[config.mk]
export PLATFORM = sky130hd
export DESIGN_NAME = ipfs_fault_sequencer
export DESIGN_NICKNAME = d
export VERILOG_FILES = /design/src/ipfs_pkg.sv /design/src/ipfs_qualify.sv /design/src/ipfs_fault_sequencer.sv
export SDC_FILE = /design/constraint.sdc
export NUM_CORES = 1
export LEC_CHECK = 0
export BUFFER_PORTS_ARGS = -buffer_cell sky130_fd_sc_hd__buf_4
export CAP_MARGIN = 10
export CORE_MARGIN = 2
export CORE_UTILIZATION = 53
export CTS_CLUSTER_SIZE = 28
export DETAILED_ROUTE_END_ITERATION = 10
export PLACE_DENSITY_LB_ADDON = 0.05
export SLEW_MARGIN = 20
export SYNTH_ARGS = -nofsm -noshare
export SYNTH_HDL_FRONTEND = slang
export SYNTH_SLANG_ARGS = --single-unit
[constraint.sdc]
create_clock -name core_clk -period 8.52 [get_ports core_clk]
set_input_delay 2.13 -clock core_clk [delete_from_list [all_inputs] [get_ports core_clk]]
set_output_delay 2.13 -clock core_clk [all_outputs]
set_load 0.1 [all_outputs]
[src/ipfs_pkg.sv]
// shared constants, field layouts and state codes of the input protection fault sequencer
package ipfs_pkg;

	// core clock rate, used to turn times into cycle counts
	localparam int unsigned CLK_MHZ          = 25;

	// over-voltage response bound: latest switch opening after the trip, in ns
	localparam int unsigned OV_RESPONSE_NS   = 1000;
	// longest time, so the count rounds down
	localparam int unsigned OV_RESPONSE_CYC  = (OV_RESPONSE_NS * CLK_MHZ) / 1000;
	// input must sit below trip minus hysteresis this long before release, in us
	localparam int unsigned OV_RELEASE_US    = 8000;
	localparam int unsigned OV_RELEASE_CYC   = OV_RELEASE_US * CLK_MHZ;
	// persistence demanded of over-current and battery over-voltage, in us
	localparam int unsigned FAULT_DELAY_US   = 180;
	localparam int unsigned FAULT_DELAY_CYC  = FAULT_DELAY_US * CLK_MHZ;
	// off time after an over-current trip, in us
	localparam int unsigned OC_RECOVERY_US   = 64000;
	localparam int unsigned OC_RECOVERY_CYC  = OC_RECOVERY_US * CLK_MHZ;

	// width of every delay timer, wide enough for the recovery count
	localparam int          CNT_W            = 22;
	// consecutive trip counters and the trip count that locks the switch off
	localparam int          TRIP_W           = 5;
	localparam logic [4:0]  TRIP_LIMIT       = 5'h10;

	// indices of the comparator flags that pass through the qualifiers
	localparam int          FL_OV_TRIP       = 0;
	localparam int          FL_OV_REL        = 1;
	localparam int          FL_OC            = 2;
	localparam int          FL_BAT           = 3;
	localparam int          FL_HOT           = 4;
	localparam int          FL_COOL          = 5;
	localparam int          NFLAG            = 6;

	// register offsets on the plain register port
	localparam int          ADDR_W           = 4;
	localparam logic [3:0]  ADDR_STATUS      = 4'h0;
	localparam logic [3:0]  ADDR_MASK        = 4'h4;
	localparam logic [3:0]  ADDR_STATE       = 4'h8;

	// event bits, shared by status and mask
	localparam int          EV_OV            = 0;
	localparam int          EV_OC            = 1;
	localparam int          EV_BAT           = 2;
	localparam int          EV_OT            = 3;
	localparam int          EV_LOCK          = 4;
	localparam int          EV_W             = 5;
	localparam logic [4:0]  MASK_RESET       = 5'h00;

	// fields of the live state register
	localparam int          ST_PASS          = 0;
	localparam int          ST_OV            = 1;
	localparam int          ST_OC            = 2;
	localparam int          ST_BAT           = 3;
	localparam int          ST_OT            = 4;
	localparam int          ST_LOCK          = 5;
	localparam int          ST_OCCNT_LSB     = 8;
	localparam int          ST_BATCNT_LSB    = 16;

	// over-current handling states, one-hot
	typedef enum logic [2:0] {
		OC_RUN     = 3'h1,
		OC_RECOVER = 3'h2,
		OC_LOCKED  = 3'h4
	} ipfs_oc_e;

endpackage

[src/ipfs_qualify.sv]
// two-flop synchroniser with a persistence counter for one comparator flag
`timescale 1ns/1ps
module ipfs_qualify #(
	parameter int unsigned HOLD = 1,   // cycles the flag must stay high
	parameter int          CW   = 22   // counter width, must hold HOLD
) (
	input  wire logic core_clk,
	input  wire logic reset,
	input  wire logic raw,        // asynchronous comparator output
	output logic      level,      // synchronised level
	output logic      qualified   // high once level held HOLD cycles
);

	localparam logic [CW-1:0] HOLD_C = CW'(HOLD);

	// whole state of the qualifier
	typedef struct packed {
		logic          sync1;   // first stage, read only by sync2
		logic          sync2;   // second stage, safe to use
		logic [CW-1:0] cnt;     // consecutive high cycles, saturating
		logic          qual;    // persistence reached
	} ipfs_qual_s;

	ipfs_qual_s st_reg;
	ipfs_qual_s st_next;

	// any low sample restarts the count, so short excursions never qualify
	always_comb begin
		st_next       = st_reg;
		st_next.sync1 = raw;
		st_next.sync2 = st_reg.sync1;
		if (!st_reg.sync2) begin
			st_next.cnt = '0;
		end else if (st_reg.cnt != HOLD_C) begin
			st_next.cnt = st_reg.cnt + CW'(1);
		end
		st_next.qual = (st_next.cnt == HOLD_C);
	end

	// state register, cleared by power-on reset
	always_ff @(posedge core_clk or posedge reset) begin
		if (reset) begin
			st_reg <= '0;
		end else begin
			st_reg <= st_next;
		end
	end

	assign level     = st_reg.sync2;
	assign qualified = st_reg.qual;

endmodule

[src/ipfs_fault_sequencer.sv]
// fault sequencer of the input protection switch, with its register port and interrupt
//
// Overview of operation
// - open switch within 1us of over-voltage
// - reclose after 8ms below hysteresis, no faults
// - over-current acts only after 180us persistence
// - over-current trip waits 64ms before reclosing
// - sixteenth consecutive over-current trip locks switch off
// - battery over-voltage counts after 180us persistence
// - sixteen consecutive battery trips lock switch off
// - die over-temperature opens the switch
// - thermal recovery only after 20C cooling
// - warning low on faults except over-temperature
// - over-voltage level chosen at build time
`timescale 1ns/1ps
module ipfs_fault_sequencer #(
	parameter int unsigned OV_RELEASE_CYC  = ipfs_pkg::OV_RELEASE_CYC,
	parameter int unsigned FAULT_DELAY_CYC = ipfs_pkg::FAULT_DELAY_CYC,
	parameter int unsigned OC_RECOVERY_CYC = ipfs_pkg::OC_RECOVERY_CYC,
	parameter logic [1:0]  OV_LEVEL_SEL    = 2'h0   // one of four trip levels
) (
	input  wire logic        core_clk,
	input  wire logic        reset,
	input  wire logic        over_voltage_guard,    // input above trip level
	input  wire logic        ov_release_in,         // input below trip minus 100mV
	input  wire logic        over_current_guard,    // current above limit set by resistor
	input  wire logic        battery_sense_input,   // battery above 4.35V
	input  wire logic        temp_hot_in,           // die at 140C
	input  wire logic        temp_cool_in,          // die 20C below trip
	input  wire logic [3:0]  reg_addr,
	input  wire logic [31:0] reg_wdata,
	input  wire logic        reg_wr,
	input  wire logic        reg_rd,
	output logic      [31:0] reg_rdata,
	output logic             irq,
	output logic             pass_switch_on,
	output logic             fault_warning_n,
	output logic      [1:0]  ov_level_sel          // trip level to the comparator
);

	localparam int           TW        = ipfs_pkg::CNT_W;
	localparam int           CW        = ipfs_pkg::TRIP_W;
	localparam logic [TW-1:0] OC_REC_LAST = TW'(OC_RECOVERY_CYC - 1);
	// longest response of the over-voltage path, for the check below
	localparam int           OV_MAX    = ipfs_pkg::OV_RESPONSE_CYC;

	// hold time for each qualified flag
	function automatic int unsigned hold_of(input int idx);
		case (idx)
			ipfs_pkg::FL_OV_REL: hold_of = OV_RELEASE_CYC;
			ipfs_pkg::FL_OC:     hold_of = FAULT_DELAY_CYC;
			ipfs_pkg::FL_BAT:    hold_of = FAULT_DELAY_CYC;
			default:             hold_of = 1;
		endcase
	endfunction

	// whole state of the sequencer
	typedef struct packed {
		logic                  ov_off;    // over-voltage shutdown active
		ipfs_pkg::ipfs_oc_e    oc_st;     // over-current handling
		logic [TW-1:0]         oc_tmr;    // recovery timer
		logic [CW-1:0]         oc_cnt;    // consecutive over-current trips
		logic                  bat_off;   // battery over-voltage shutdown
		logic [CW-1:0]         bat_cnt;   // consecutive battery trips
		logic                  bat_lock;  // battery lockout until reset
		logic                  ot_off;    // thermal shutdown
		logic [TW-1:0]         calm_tmr;  // time the switch has been closed
		logic                  pass_on;   // pass switch drive
		logic                  warn_n;    // warning output
		logic [ipfs_pkg::EV_W-1:0] status; // sticky events
		logic [ipfs_pkg::EV_W-1:0] mask;   // interrupt enables
		logic [31:0]           rdata;     // read answer
		logic                  irq;       // interrupt level
	} ipfs_seq_s;

	localparam ipfs_seq_s ST_RESET = '{
		ov_off:   1'h0,
		oc_st:    ipfs_pkg::OC_RUN,
		oc_tmr:   '0,
		oc_cnt:   '0,
		bat_off:  1'h0,
		bat_cnt:  '0,
		bat_lock: 1'h0,
		ot_off:   1'h0,
		calm_tmr: '0,
		pass_on:  1'h0,
		warn_n:   1'h1,
		status:   '0,
		mask:     ipfs_pkg::MASK_RESET,
		rdata:    '0,
		irq:      1'h0
	};

	ipfs_seq_s                   st_reg;     // registered state
	ipfs_seq_s                   st_next;    // next state
	logic [ipfs_pkg::NFLAG-1:0]  flag_raw;   // comparator flags from pins
	logic [ipfs_pkg::NFLAG-1:0]  flag_lvl;   // synchronised levels
	logic [ipfs_pkg::NFLAG-1:0]  flag_qual;  // persistence-qualified levels
	logic [ipfs_pkg::EV_W-1:0]   events;     // one-cycle event pulses
	logic [31:0]                 rd_val;     // addressed register contents
	logic                        lock_now;   // current lockout
	logic                        lock_nxt;   // next lockout

	assign flag_raw[ipfs_pkg::FL_OV_TRIP] = over_voltage_guard;
	assign flag_raw[ipfs_pkg::FL_OV_REL]  = ov_release_in;
	assign flag_raw[ipfs_pkg::FL_OC]      = over_current_guard;
	assign flag_raw[ipfs_pkg::FL_BAT]     = battery_sense_input;
	assign flag_raw[ipfs_pkg::FL_HOT]     = temp_hot_in;
	assign flag_raw[ipfs_pkg::FL_COOL]    = temp_cool_in;

	// every comparator flag is asynchronous to core_clk; one qualifier each
	for (genvar g = 0; g < ipfs_pkg::NFLAG; g++) begin : g_qual
		ipfs_qualify #(
			.HOLD (hold_of(g)),
			.CW   (TW)
		) u_qual (
			.core_clk  (core_clk),
			.reset     (reset),
			.raw       (flag_raw[g]),
			.level     (flag_lvl[g]),
			.qualified (flag_qual[g])
		);
	end

	// trip level is a strap of the product variant, not a register
	assign ov_level_sel = OV_LEVEL_SEL;

	// sequencing, events and register port in one pass
	always_comb begin
		st_next = st_reg;
		rd_val  = '0;

		// over-voltage: no persistence on the trip so the response stays short
		if (flag_lvl[ipfs_pkg::FL_OV_TRIP]) begin
			st_next.ov_off = 1'h1;
		end else if (st_reg.ov_off && flag_qual[ipfs_pkg::FL_OV_REL]) begin
			st_next.ov_off = 1'h0;
		end

		// a full recovery period with the switch closed ends a trip run
		if (st_reg.pass_on) begin
			if (st_reg.calm_tmr != OC_REC_LAST) begin
				st_next.calm_tmr = st_reg.calm_tmr + TW'(1);
			end else begin
				st_next.oc_cnt  = '0;
				st_next.bat_cnt = '0;
			end
		end else begin
			st_next.calm_tmr = '0;
		end

		// over-current sequence
		case (st_reg.oc_st)
			ipfs_pkg::OC_RUN: begin
				// only a flag held for the full delay reaches here
				if (flag_qual[ipfs_pkg::FL_OC]) begin
					st_next.oc_cnt = st_reg.oc_cnt + CW'(1);
					st_next.oc_tmr = '0;
					if (st_reg.oc_cnt + CW'(1) == ipfs_pkg::TRIP_LIMIT) begin
						st_next.oc_st = ipfs_pkg::OC_LOCKED;
					end else begin
						st_next.oc_st = ipfs_pkg::OC_RECOVER;
					end
				end
			end
			ipfs_pkg::OC_RECOVER: begin
				// fixed off time, regardless of the flag meanwhile
				if (st_reg.oc_tmr == OC_REC_LAST) begin
					st_next.oc_st  = ipfs_pkg::OC_RUN;
					st_next.oc_tmr = '0;
				end else begin
					st_next.oc_tmr = st_reg.oc_tmr + TW'(1);
				end
			end
			ipfs_pkg::OC_LOCKED: begin
				// only power-on reset leaves this state
				st_next.oc_st = ipfs_pkg::OC_LOCKED;
			end
			default: begin
				// an illegal code fails safe: switch off for good
				st_next.oc_st = ipfs_pkg::OC_LOCKED;
			end
		endcase

		// battery over-voltage; lockout freezes the counter
		if (!st_reg.bat_lock) begin
			if (!st_reg.bat_off && flag_qual[ipfs_pkg::FL_BAT]) begin
				st_next.bat_off = 1'h1;
				st_next.bat_cnt = st_reg.bat_cnt + CW'(1);
				if (st_reg.bat_cnt + CW'(1) == ipfs_pkg::TRIP_LIMIT) begin
					st_next.bat_lock = 1'h1;
				end
			end else if (st_reg.bat_off && !flag_lvl[ipfs_pkg::FL_BAT]) begin
				st_next.bat_off = 1'h0;
			end
		end

		// thermal shutdown with hysteresis between the two comparators
		if (flag_lvl[ipfs_pkg::FL_HOT]) begin
			st_next.ot_off = 1'h1;
		end else if (flag_lvl[ipfs_pkg::FL_COOL]) begin
			st_next.ot_off = 1'h0;
		end

		// switch closes only when every fault is gone
		st_next.pass_on = !(st_next.ov_off || st_next.oc_st != ipfs_pkg::OC_RUN ||
			st_next.bat_off || st_next.bat_lock || st_next.ot_off);

		// warning ignores thermal shutdown on purpose
		st_next.warn_n = !(st_next.ov_off || st_next.oc_st != ipfs_pkg::OC_RUN ||
			st_next.bat_off || st_next.bat_lock);

		// event pulses on entry into each shutdown
		lock_now = (st_reg.oc_st == ipfs_pkg::OC_LOCKED) || st_reg.bat_lock;
		lock_nxt = (st_next.oc_st == ipfs_pkg::OC_LOCKED) || st_next.bat_lock;
		events                    = '0;
		events[ipfs_pkg::EV_OV]   = st_next.ov_off && !st_reg.ov_off;
		events[ipfs_pkg::EV_OC]   = (st_reg.oc_st == ipfs_pkg::OC_RUN) &&
			(st_next.oc_st != ipfs_pkg::OC_RUN);
		events[ipfs_pkg::EV_BAT]  = st_next.bat_off && !st_reg.bat_off;
		events[ipfs_pkg::EV_OT]   = st_next.ot_off && !st_reg.ot_off;
		events[ipfs_pkg::EV_LOCK] = lock_nxt && !lock_now;

		// read mux
		case (reg_addr)
			ipfs_pkg::ADDR_STATUS: begin
				rd_val[ipfs_pkg::EV_W-1:0] = st_reg.status;
			end
			ipfs_pkg::ADDR_MASK: begin
				rd_val[ipfs_pkg::EV_W-1:0] = st_reg.mask;
			end
			ipfs_pkg::ADDR_STATE: begin
				rd_val[ipfs_pkg::ST_PASS] = st_reg.pass_on;
				rd_val[ipfs_pkg::ST_OV]   = st_reg.ov_off;
				rd_val[ipfs_pkg::ST_OC]   = st_reg.oc_st != ipfs_pkg::OC_RUN;
				rd_val[ipfs_pkg::ST_BAT]  = st_reg.bat_off;
				rd_val[ipfs_pkg::ST_OT]   = st_reg.ot_off;
				rd_val[ipfs_pkg::ST_LOCK] = lock_now;
				rd_val[ipfs_pkg::ST_OCCNT_LSB +: CW]  = st_reg.oc_cnt;
				rd_val[ipfs_pkg::ST_BATCNT_LSB +: CW] = st_reg.bat_cnt;
			end
			default: begin
				// unmapped offsets read as zero
				rd_val = '0;
			end
		endcase
		st_next.rdata = reg_rd ? rd_val : '0;

		// read clears status, but an event in the same cycle survives
		if (reg_rd && reg_addr == ipfs_pkg::ADDR_STATUS) begin
			st_next.status = events;
		end else begin
			st_next.status = st_reg.status | events;
		end
		if (reg_wr && reg_addr == ipfs_pkg::ADDR_MASK) begin
			st_next.mask = reg_wdata[ipfs_pkg::EV_W-1:0];
		end
		st_next.irq = |(st_next.status & st_next.mask);
	end

	// power-on reset clears counters and lockouts
	always_ff @(posedge core_clk or posedge reset) begin
		if (reset) begin
			st_reg <= ST_RESET;
		end else begin
			st_reg <= st_next;
		end
	end

	assign reg_rdata       = st_reg.rdata;
	assign irq             = st_reg.irq;
	assign pass_switch_on  = st_reg.pass_on;
	assign fault_warning_n = st_reg.warn_n;
endmodule

==> flow_metrics.tcl, run 1 <==
set metrics [dict create \
    grt_pass1_vias 6454 \
    antenna_found_initial 0 \
    cts_made_buffers 17 \
    cts_setup_buffers 0 \
    end_kind "register" \
    yosysTopAreaCell "dfrtp_1" \
    synth_cell_type_count 58 \
    power_density_nw_per_um2 177.3 \
    cts.sinks 171 \
    max_freq_mhz 270.8 \
    finalSetupViolCount 0 \
    io_pins 83 \
    cp_top_family "simple AND/OR/NAND/NOR gates" \
    die_area_sq_um 17960 \
    power.leakage_nw 4.282 \
    syn_area_sq_um 8961 \
    worst_slew_pin_slew_ns 0.9741 \
    clk_pin_slew_worst_paths_ns 0.06 \
    synthCells 947 \
    crit_type "input pin to register" \
    wl_met1_mm 8.791 \
    first_pass_iters 7 \
    reg2reg_depth 8 \
    gp_congestion 0.8489 \
    gr-total-overflow 0 \
    largest_reg_flops 71 \
    arrival_ns 3.99 \
    min-delay-start "g_qual[0].u_qual.st_next[23]" \
    critPathBufInv 1 \
    yosysSeqAreaShare_pct 47.78 \
    fin_crit_sh_pct 43.34 \
    wl_met2_mm 8.685 \
    insertion_delay_ns 0.43 \
    vdd_ir_drop_max_mv 0.1457 \
    top_layer "met4" \
    drive_above_1_share_pct 9.401 \
    cp_slowest_cell "or3b_2" \
    cts_root_buffer "clkbuf_16" \
    max-cap-violations 0 \
    hpwl_mm 13.08 \
    hold_depth 0 \
    fin_ws_ns 4.827 \
    clockBufferDepth 2 \
    skew_ns 0.01231 \
    critPathMaxFanout 8 \
    die-height_um 134.0 \
    synth_edf_count 0 \
    ys.flop_type "dfrtp_1" \
    fp.coreArea_sq_um 16580 \
    r2r-start "g_qual[1].u_qual.st_reg[1]" \
    drtIter0Drc 521 \
    r2r_slack_ns 5.38 \
    placement.setup.worst_slack_ns 4.207 \
    drc 0 \
    wirelength_mm 18.50 \
    n_antenna_cell 0 \
    slew-limit-headroom_pct 34.46 \
    drtAntennaViolNets 0 \
    num_rows 47 \
    hold_ws_ns 0.3470 \
    async_flop_share_pct 100.0 \
    cts_tree "built" \
    io_buffers 37 \
    fin_tns_setup_ns 0 \
    layout_min_cycle_time_ns 3.693 \
    crit_chain "buf_4 > or3b_2 > or3_1 > nand2_1 > o21ai_0 > a22o_1 > a2111o_1" \
    cts_resized 0 \
    grt_max_degree 110 \
    via_count 6713 \
    route.met3.wl_um 791 \
    whs_endpoint "g_qual[0].u_qual.level" \
    cts_hold_buf 0 \
    avgSynthCellArea_sq_um 9.463 \
    crit_required_ns 8.82 \
    drv_slew 0 \
    wl_per_cell_um 15.57 \
    crit_path_start_kind "input pin" \
    yosysWarnings 0 \
    grt_pass1_wl_mm 31.51 \
    cts_max_level 4 \
    grt.total_usage_pct 21.65 \
    synth_area_leaders "dfrtp_1 47%, nor2_1 3.9%, xnor2_1 3.8%" \
    synth_seq_cells 171 \
    vias_per_cell 5.651 \
    hp-class "register to register" \
    die_w_um 134.0 \
    start_util_pct 54.04 \
    fin_nets 1012 \
    outcome "complete, no violations" \
    reg2reg_to "g_qual[1].u_qual.qualified" \
    rsz0062_at_grt "false" \
    syn_to_final_growth_pct 9.522 \
    critical_path.max_stage_delay_ns 0.56 \
    finalHoldViolCount 0 \
    synth_top_area_share_pct 47.19 \
]
-- cell families (layout without fill, tap and decap cells) --
kind of cell             Yosys count  count (layout)  synth area share (%)
other                              1              18               0.04185
buffers and inverters             97             101                 5.515
AO/OA/AOI/OAI                    134             134                 9.383
adder cells (fa/ha/maj)           11              11                 1.536
multiplexers                      18              18                 2.080
AND/OR/NAND/NOR                  443             443                 26.63
flip-flops                       171             171                 47.78
XOR/XNOR                          72              72                 7.037
-- Yosys cell counts (all sizes together), types with 9 or more instances --
cell type and instances:
or4 9, dfrtp 169, and3 11, ha 11, o31ai 11, mux2i 13, buf 37, xnor2 39
nand4 31, a21oi 25, o21ai 54, nand2 74, nor4b 10, inv 29, nor4 21, xor2 33
nor2 92, and2 52, clkbuf 31, nand3 46, nand2b 19, nor3 27, and4 9
-- where the power goes --
group          total, W  internal (W)  switching (W)
clock          0.000763      0.000441       0.000321
combinational  0.000130     0.0000315      0.0000987
sequential     0.000847      0.000830      0.0000172
-- worst reg2reg max path: stages (launching register included) --
cell and delay (ns):
dfrtp_1 0.44, inv_1 0.14, ha_1 0.15, nor4b_1 0.30, nand4_1 0.17, nor4_1 0.80
mux2i_1 0.19, a2111oi_0 0.60, and4b_1 0.29
-- through the flow --
step           util [%]  total power (W)  cell area, sq um  cells
2_1_floorplan         -        0.0009699              9025    964
3_3_place_gp      55.60        0.0009909              9220   1156
3_5_place_dp      55.60        0.0009936              9220   1156
4_1_cts           59.13         0.001760              9806   1188
5_1_grt           59.18         0.001809              9814   1188
6_report          59.18         0.001740              9814   1188
-- routing by layer --
metal	up-vias	GRT usage, %
li1	3302	-
met1	3226	30.58
met2	164	34.25
met3	21	5.064
met4	0	5.088
met5	-	0
-- cell type report --
| class | count | area [sq um] |
|---|---|---|
| inverters | 29 | 113.9 |
| multi-input cells | 696 | 4258 |
| fillers | 1449 | 6769 |
| flip-flops and latches | 171 | 4282 |
| clock inverters | 13 | 142.6 |
| repair buffers | 40 | 300.3 |
| clock buffers | 19 | 442.9 |
| well taps | 220 | 275.3 |
-- cells in the final DEF (no fill, tap or decap), drive strengths merged, types with 27 or more instances in the layout --
cell	count
nor3	27
nand3	46
dfrtp	169
nand4	31
buf	40
xnor2	39
o21ai	54
and2	52
xor2	33
nand2	74
nor2	92
inv	31
-- worst max-delay path by stage --
stage / start / slack [ns] / cells past startpoint / endpoint
after CTS: reg_addr[2] / 4.65 / 6 / irq
final: reg_addr[1] / 4.83 / 7 / irq
after detailed placement: reg_addr[2] / 4.21 / 6 / irq
after global routing: reg_addr[1] / 4.76 / 7 / irq
after global placement: reg_addr[2] / 4.26 / 6 / irq
after floorplan: reset / 1.76 / 1 / g_qual[0].u_qual.level
Note: power is estimated with default switching activity, not from simulation.
==> inputs of run 2 (changes only) <==
--- a/config.mk
+++ b/config.mk
@@ -5,6 +5,7 @@
 export SDC_FILE = /design/constraint.sdc
 export NUM_CORES = 1
 export LEC_CHECK = 0
+export ABC_AREA = 1
 export BUFFER_PORTS_ARGS = -buffer_cell sky130_fd_sc_hd__buf_4
 export CAP_MARGIN = 10
 export CORE_MARGIN = 2
==> constraint.sdc (replaced) <==
create_clock -name core_clk -period 3.1 [get_ports core_clk]
set_input_delay 0.775 -clock core_clk [delete_from_list [all_inputs] [get_ports core_clk]]
set_output_delay 0.775 -clock core_clk [all_outputs]
set_load 0.1 [all_outputs]
==> flow_metrics.tcl, run 2 <==
set metrics [dict create \
    hp-class "register to register" \
    fin_nets 1317 \
    worst_slew_pin_slew_ns 0.5114 \
    synth_top_area_share_pct 44.95 \
    synth_area_leaders "dfrtp_1 45%, nand2_1 10%, inv_1 7.8%" \
    synth.most_common_cell "nand2_1" \
    synthCells 1222 \
    cts_root_buffer "clkbuf_16" \
    first_pass_iters 5 \
    p_seq_share_pct 47.1 \
    cp_common_cell "nand3_1" \
    p_int_w 0.003729 \
    mostFrequentLayoutCell "nand2_1" \
    synth_edf_count 0 \
    p_sw_w 0.001178 \
    cts_resized 0 \
    vias_per_cell 5.120 \
    power_w 0.004906 \
    critical_path.max_stage_delay_ns 0.40 \
    avgSynthCellArea_sq_um 7.699 \
    cts_made_buffers 17 \
    gr-total-overflow 0 \
    cts_max_level 4 \
    cp_top_family "simple AND/OR/NAND/NOR gates" \
    finalHoldViolCount 0 \
    cts.sinks 171 \
    fp.coreArea_sq_um 17300 \
    skew_ns 0.006860 \
    synth_seq_cells 171 \
    ys.flop_type "dfrtp_1" \
    synth_cell_type_count 54 \
    die_area_sq_um 18830 \
    grt.total_usage_pct 22.29 \
    cp_slowest_cell "dfrtp_1" \
    antenna_found_initial 0 \
    yosysWarnings 0 \
    largest_reg_flops 71 \
    rsz0062_at_grt "false" \
    vdd_ir_drop_max_mv 0.4181 \
    cts_hold_buf 0 \
    crit_chain "ha_1 > nand3_1 > nor2_2 > nand2_1 > nor2_1 > nand3_1 > nand2_1 > nand3_1 > nor2_1 > nand4_1 > nor3_1" \
    n_antenna_cell 0 \
    io_pins 83 \
    yosysSeqAreaShare_pct 45.51 \
    num_rows 48 \
    max_freq_mhz 471.8 \
    cts_tree "built" \
    syn_to_final_growth_pct 11.18 \
    critPathMaxFanout 5 \
    grt_max_degree 59 \
    drive_above_1_share_pct 10.22 \
    grt_pass1_wl_mm 33.20 \
    crit_required_ns 3.44 \
    io_buffers 37 \
    mostFrequentLayoutCells "256 x nand2_1, 195 x inv_1, 169 x dfrtp_1" \
    yosysTopAreaCell "dfrtp_1" \
    wirelength_mm 19.65 \
    insertion_delay_ns 0.43 \
    drtAntennaViolNets 0 \
    power.leakage_nw 5.074 \
    p_comb_share_pct 7.5 \
    via_count 7665 \
    crit_path_start_kind "register" \
    clockBufferDepth 2 \
    die_w_um 137.2 \
    start_util_pct 54.39 \
    syn_area_sq_um 9408 \
    critPathBufInv 0 \
    power_density_nw_per_um2 469.0 \
    synthTopCellsByCount "256 x nand2_1, 196 x inv_1, 169 x dfrtp_1" \
    hpwl_mm 14.36 \
    hold_ws_ns 0.3502 \
    grt_pass1_vias 7052 \
    async_flop_share_pct 100.0 \
    p_clk_share_pct 45.4 \
    switching_share_pct 24.00 \
    arrival_ns 2.46 \
    finalSetupViolCount 0 \
    drv_slew 0 \
    wl_per_cell_um 13.13 \
    slew-limit-headroom_pct 65.84 \
    gp_congestion 0.8915 \
    outcome "complete, no violations" \
    layout_min_cycle_time_ns 2.119 \
    end_kind "register" \
    drtIter0Drc 420 \
    fin_crit_sh_pct 68.37 \
    max-cap-violations 0 \
    fin_tns_setup_ns 0 \
    drc 0 \
    crit_type "register to register" \
    cts_setup_buffers 0 \
    die-height_um 137.2 \
    clk_pin_slew_worst_paths_ns 0.06 \
]
==> run 2: layout make-up <==
cell class                      instances  area [sq um]
Sequential cell                       171          4282
Tap cell                              225         281.5
Fill cell                            1560          6837
Multi-Input combinational cell        820          4130
Clock inverter                         11         167.7
Clock buffer                           20         446.7
Inverter                              204         769.5
Timing Repair Buffer                   46         382.9
==> run 2: power by group through the flow <==
stage / clock network, W / registers, W / logic, W
2_1_floorplan: 0 / 0.00239 / 0.000268
6_report: 0.00223 / 0.00231 / 0.000369
5_1_grt: 0.00238 / 0.00232 / 0.000405
3_5_place_dp: 0 / 0.00235 / 0.000373
4_1_cts: 0.00228 / 0.00231 / 0.000374
3_3_place_gp: 0 / 0.00235 / 0.000369
==> run 2: logic make-up after synthesis <==
kind of cell	synth area share, %
muxes	0.4788
and+or+nand+nor	30.96
DFF	45.51
AOI/OAI and AO/OA	7.767
xor gates and xnor gates	2.514
buffers and inverters	11.26
adders and majority gates	1.463
other	0.03986
==> run 2: routing by layer <==
metal	routed length (um)	track usage, %	share of wire (%)	vias to the layer above
li1	-	-	-	3953
met1	9557	31.33	49	3561
met2	9173	35.21	47	128
met3	698	4.010	3.6	23
met4	224	6.930	1.1	0
met5	0	0	0	-
==> run 2: final timing paths <==
kind,startpoint,end,slack (ns),depth (start not counted)
min in group asynchronous,reset,st_reg[52],0.38,2
setup reg to reg,g_qual[1].u_qual.st_reg[1],g_qual[1].u_qual.qualified,0.98,11
max in group asynchronous,reset,st_reg[102],2.04,3
setup / recovery,g_qual[1].u_qual.st_reg[1],g_qual[1].u_qual.qualified,0.98,11
hold reg to reg,g_qual[3].u_qual.st_next[23],g_qual[3].u_qual.level,0.35,0
hold / removal,g_qual[3].u_qual.st_next[23],g_qual[3].u_qual.level,0.35,0
==> run 2: through the flow <==
stage	utilization, %	std cells	setup WS (ns)	cell area (sq um)
2_1_floorplan	-	1239	0.1439	9475
5_1_grt	60.47	1497	0.7589	10460
4_1_cts	60.47	1497	0.9671	10460
3_5_place_dp	56.92	1466	0.7488	9846
6_report	60.47	1497	0.9807	10460
3_3_place_gp	56.92	1466	0.7634	9846
==> run 2: worst reg2reg max path, stage by stage, from the launching register on <==
cell     delay, ns
dfrtp_1       0.40
ha_1          0.20
nand3_1       0.14
nor2_2        0.15
nand2_1       0.19
nor2_1        0.22
nand3_1       0.10
nand2_1       0.09
nand3_1       0.09
nor2_1        0.14
nand4_1       0.16
nor3_1        0.16
==> inputs of run 3 (changes only) <==
==> constraint.sdc (replaced) <==
create_clock -name core_clk -period 2.15 [get_ports core_clk]
set_input_delay 0.5375 -clock core_clk [delete_from_list [all_inputs] [get_ports core_clk]]
set_output_delay 0.5375 -clock core_clk [all_outputs]
set_load 0.1 [all_outputs]
==> flow_metrics.tcl, run 3 (synthesis results as in run 2) <==
set metrics [dict create \
    power_density_nw_per_um2 673.5 \
    hold_ws_ns 0.1376 \
    p_seq_share_pct 46.8 \
    num_rows 48 \
    mostFrequentLayoutCells "254 x nand2_1, 195 x inv_1, 169 x dfrtp_1" \
    fill_cells 1568 \
    power_w 0.007121 \
    mostFrequentLayoutCell "nand2_1" \
    start_util_pct 54.39 \
    grt_max_degree 59 \
    gp_congestion 0.8941 \
    p_comb_share_pct 7.4 \
    max-cap-violations 0 \
    critPathMaxFanout 5 \
    p_int_w 0.005352 \
    drive_above_1_share_pct 11.62 \
    finalSetupViolCount 0 \
    fin_nets 1326 \
    insertion_delay_ns 0.43 \
    drv_slew 0 \
    crit_type "register to register" \
    grt.total_usage_pct 22.92 \
    vias_per_cell 5.179 \
    via_count 7804 \
    cts_made_buffers 17 \
    wirelength_mm 20.13 \
    p_sw_w 0.001769 \
    final_core_util_pct 61.13 \
    hpwl_mm 14.68 \
    wl_per_cell_um 13.36 \
    drtIter0Drc 437 \
    cts.sinks 171 \
    largest_reg_flops 71 \
    first_pass_iters 7 \
    n_antenna_cell 0 \
    switching_share_pct 24.85 \
    fin_ws_ns 0.1971 \
    fin_crit_sh_pct 90.83 \
    drtAntennaViolNets 0 \
    outcome "complete, no violations" \
    drc 0 \
    finalHoldViolCount 0 \
    rsz0062_at_grt "false" \
    power.leakage_nw 5.151 \
    die_w_um 137.2 \
    io_buffers 37 \
    syn_to_final_growth_pct 12.38 \
    layout_min_cycle_time_ns 1.953 \
    arrival_ns 2.30 \
    crit_path_start_kind "register" \
    grt_pass1_vias 7301 \
    cts_max_level 4 \
    placement.setup.worst_slack_ns 0.1329 \
    end_kind "register" \
    crit_required_ns 2.50 \
    p_clk_share_pct 45.8 \
    antenna_found_initial 0 \
    max_freq_mhz 512.1 \
    cts_root_buffer "clkbuf_16" \
    regArea_sq_um 4282 \
    gr-total-overflow 0 \
    die_area_sq_um 18830 \
    clk_pin_slew_worst_paths_ns 0.07 \
    skew_ns 0.009263 \
    die-height_um 137.2 \
    fp.coreArea_sq_um 17300 \
    io_pins 83 \
    hp-class "input pin to asynchronous set/reset pin" \
    multi_input_area_sq_um 4167 \
    clockBufferDepth 2 \
    vdd_ir_drop_max_mv 0.6608 \
    fin_tns_setup_ns 0 \
    cts_tree "built" \
    grt_pass1_wl_mm 34.28 \
]
## run 3: metal layers
metal	wire (um)	global-route usage, %	part of all wire (%)	vias to the layer above
li1	-	-	-	3967
met1	9336	30.21	46	3633
met2	9610	38.14	48	176
met3	822	4.746	4.1	28
met4	365	6.987	1.8	0
met5	0	0	0	-
## run 3: stage by stage
stage | cell area [sq um] | instances
6_report | 10570 | 1507
5_1_grt | 10570 | 1507
4_1_cts | 10520 | 1505
3_5_place_dp | 9898 | 1473
3_3_place_gp | 9898 | 1473
2_1_floorplan | 9475 | 1239
## run 3: final cells by class
type	instances	area share (%)
sequential	171	40.50
tap	225	2.663
clock buffer	21	4.450
clock inverter	11	1.444
timing repair buffer	55	4.260
multi-input combinational	820	39.41
inverter	204	7.278
## run 3: final timing paths
kind,depth (start not counted),from,end,slack [ns]
max,11,g_qual[3].u_qual.st_reg[1],g_qual[3].u_qual.qualified,0.20
min,2,reset,st_reg[52],0.14
max reg2reg,11,g_qual[3].u_qual.st_reg[1],g_qual[3].u_qual.qualified,0.20
min reg2reg,0,g_qual[1].u_qual.st_next[23],g_qual[1].u_qual.level,0.35
max in group asynchronous,3,reset,fault_warning_n,1.35
min in group core_clk,1,battery_sense_input,g_qual[3].u_qual.st_next[23],0.21
## run 3: timing repair
item,CTS,global route
resized for setup,0,11
hold buffers,0,0
endpoints found under the setup margin,0,5
buffers inserted,0,2
## run 3: power groups by stage
| stage | Clock (W) | Sequential [W] | Combinational (W) |
|---|---|---|---|
| final | 0.00326 | 0.00333 | 0.000530 |
| after floorplan | 0 | 0.00344 | 0.000386 |
| after global routing | 0.00347 | 0.00334 | 0.000584 |
| after global placement | 0 | 0.00339 | 0.000531 |
| after CTS | 0.00332 | 0.00333 | 0.000538 |
| after detailed placement | 0 | 0.00339 | 0.000536 |
## run 3: critical path, stage by stage, from the launching register on
cell and delay [ns]:
dfrtp_1 0.38, ha_1 0.23, nand2_1 0.07, nor2_1 0.29, nand2_1 0.16, o21ai_0 0.16
inv_1 0.05, nand2_1 0.07, nand2_1 0.07, nor2_1 0.12, nand4_1 0.15, nor3_2 0.12
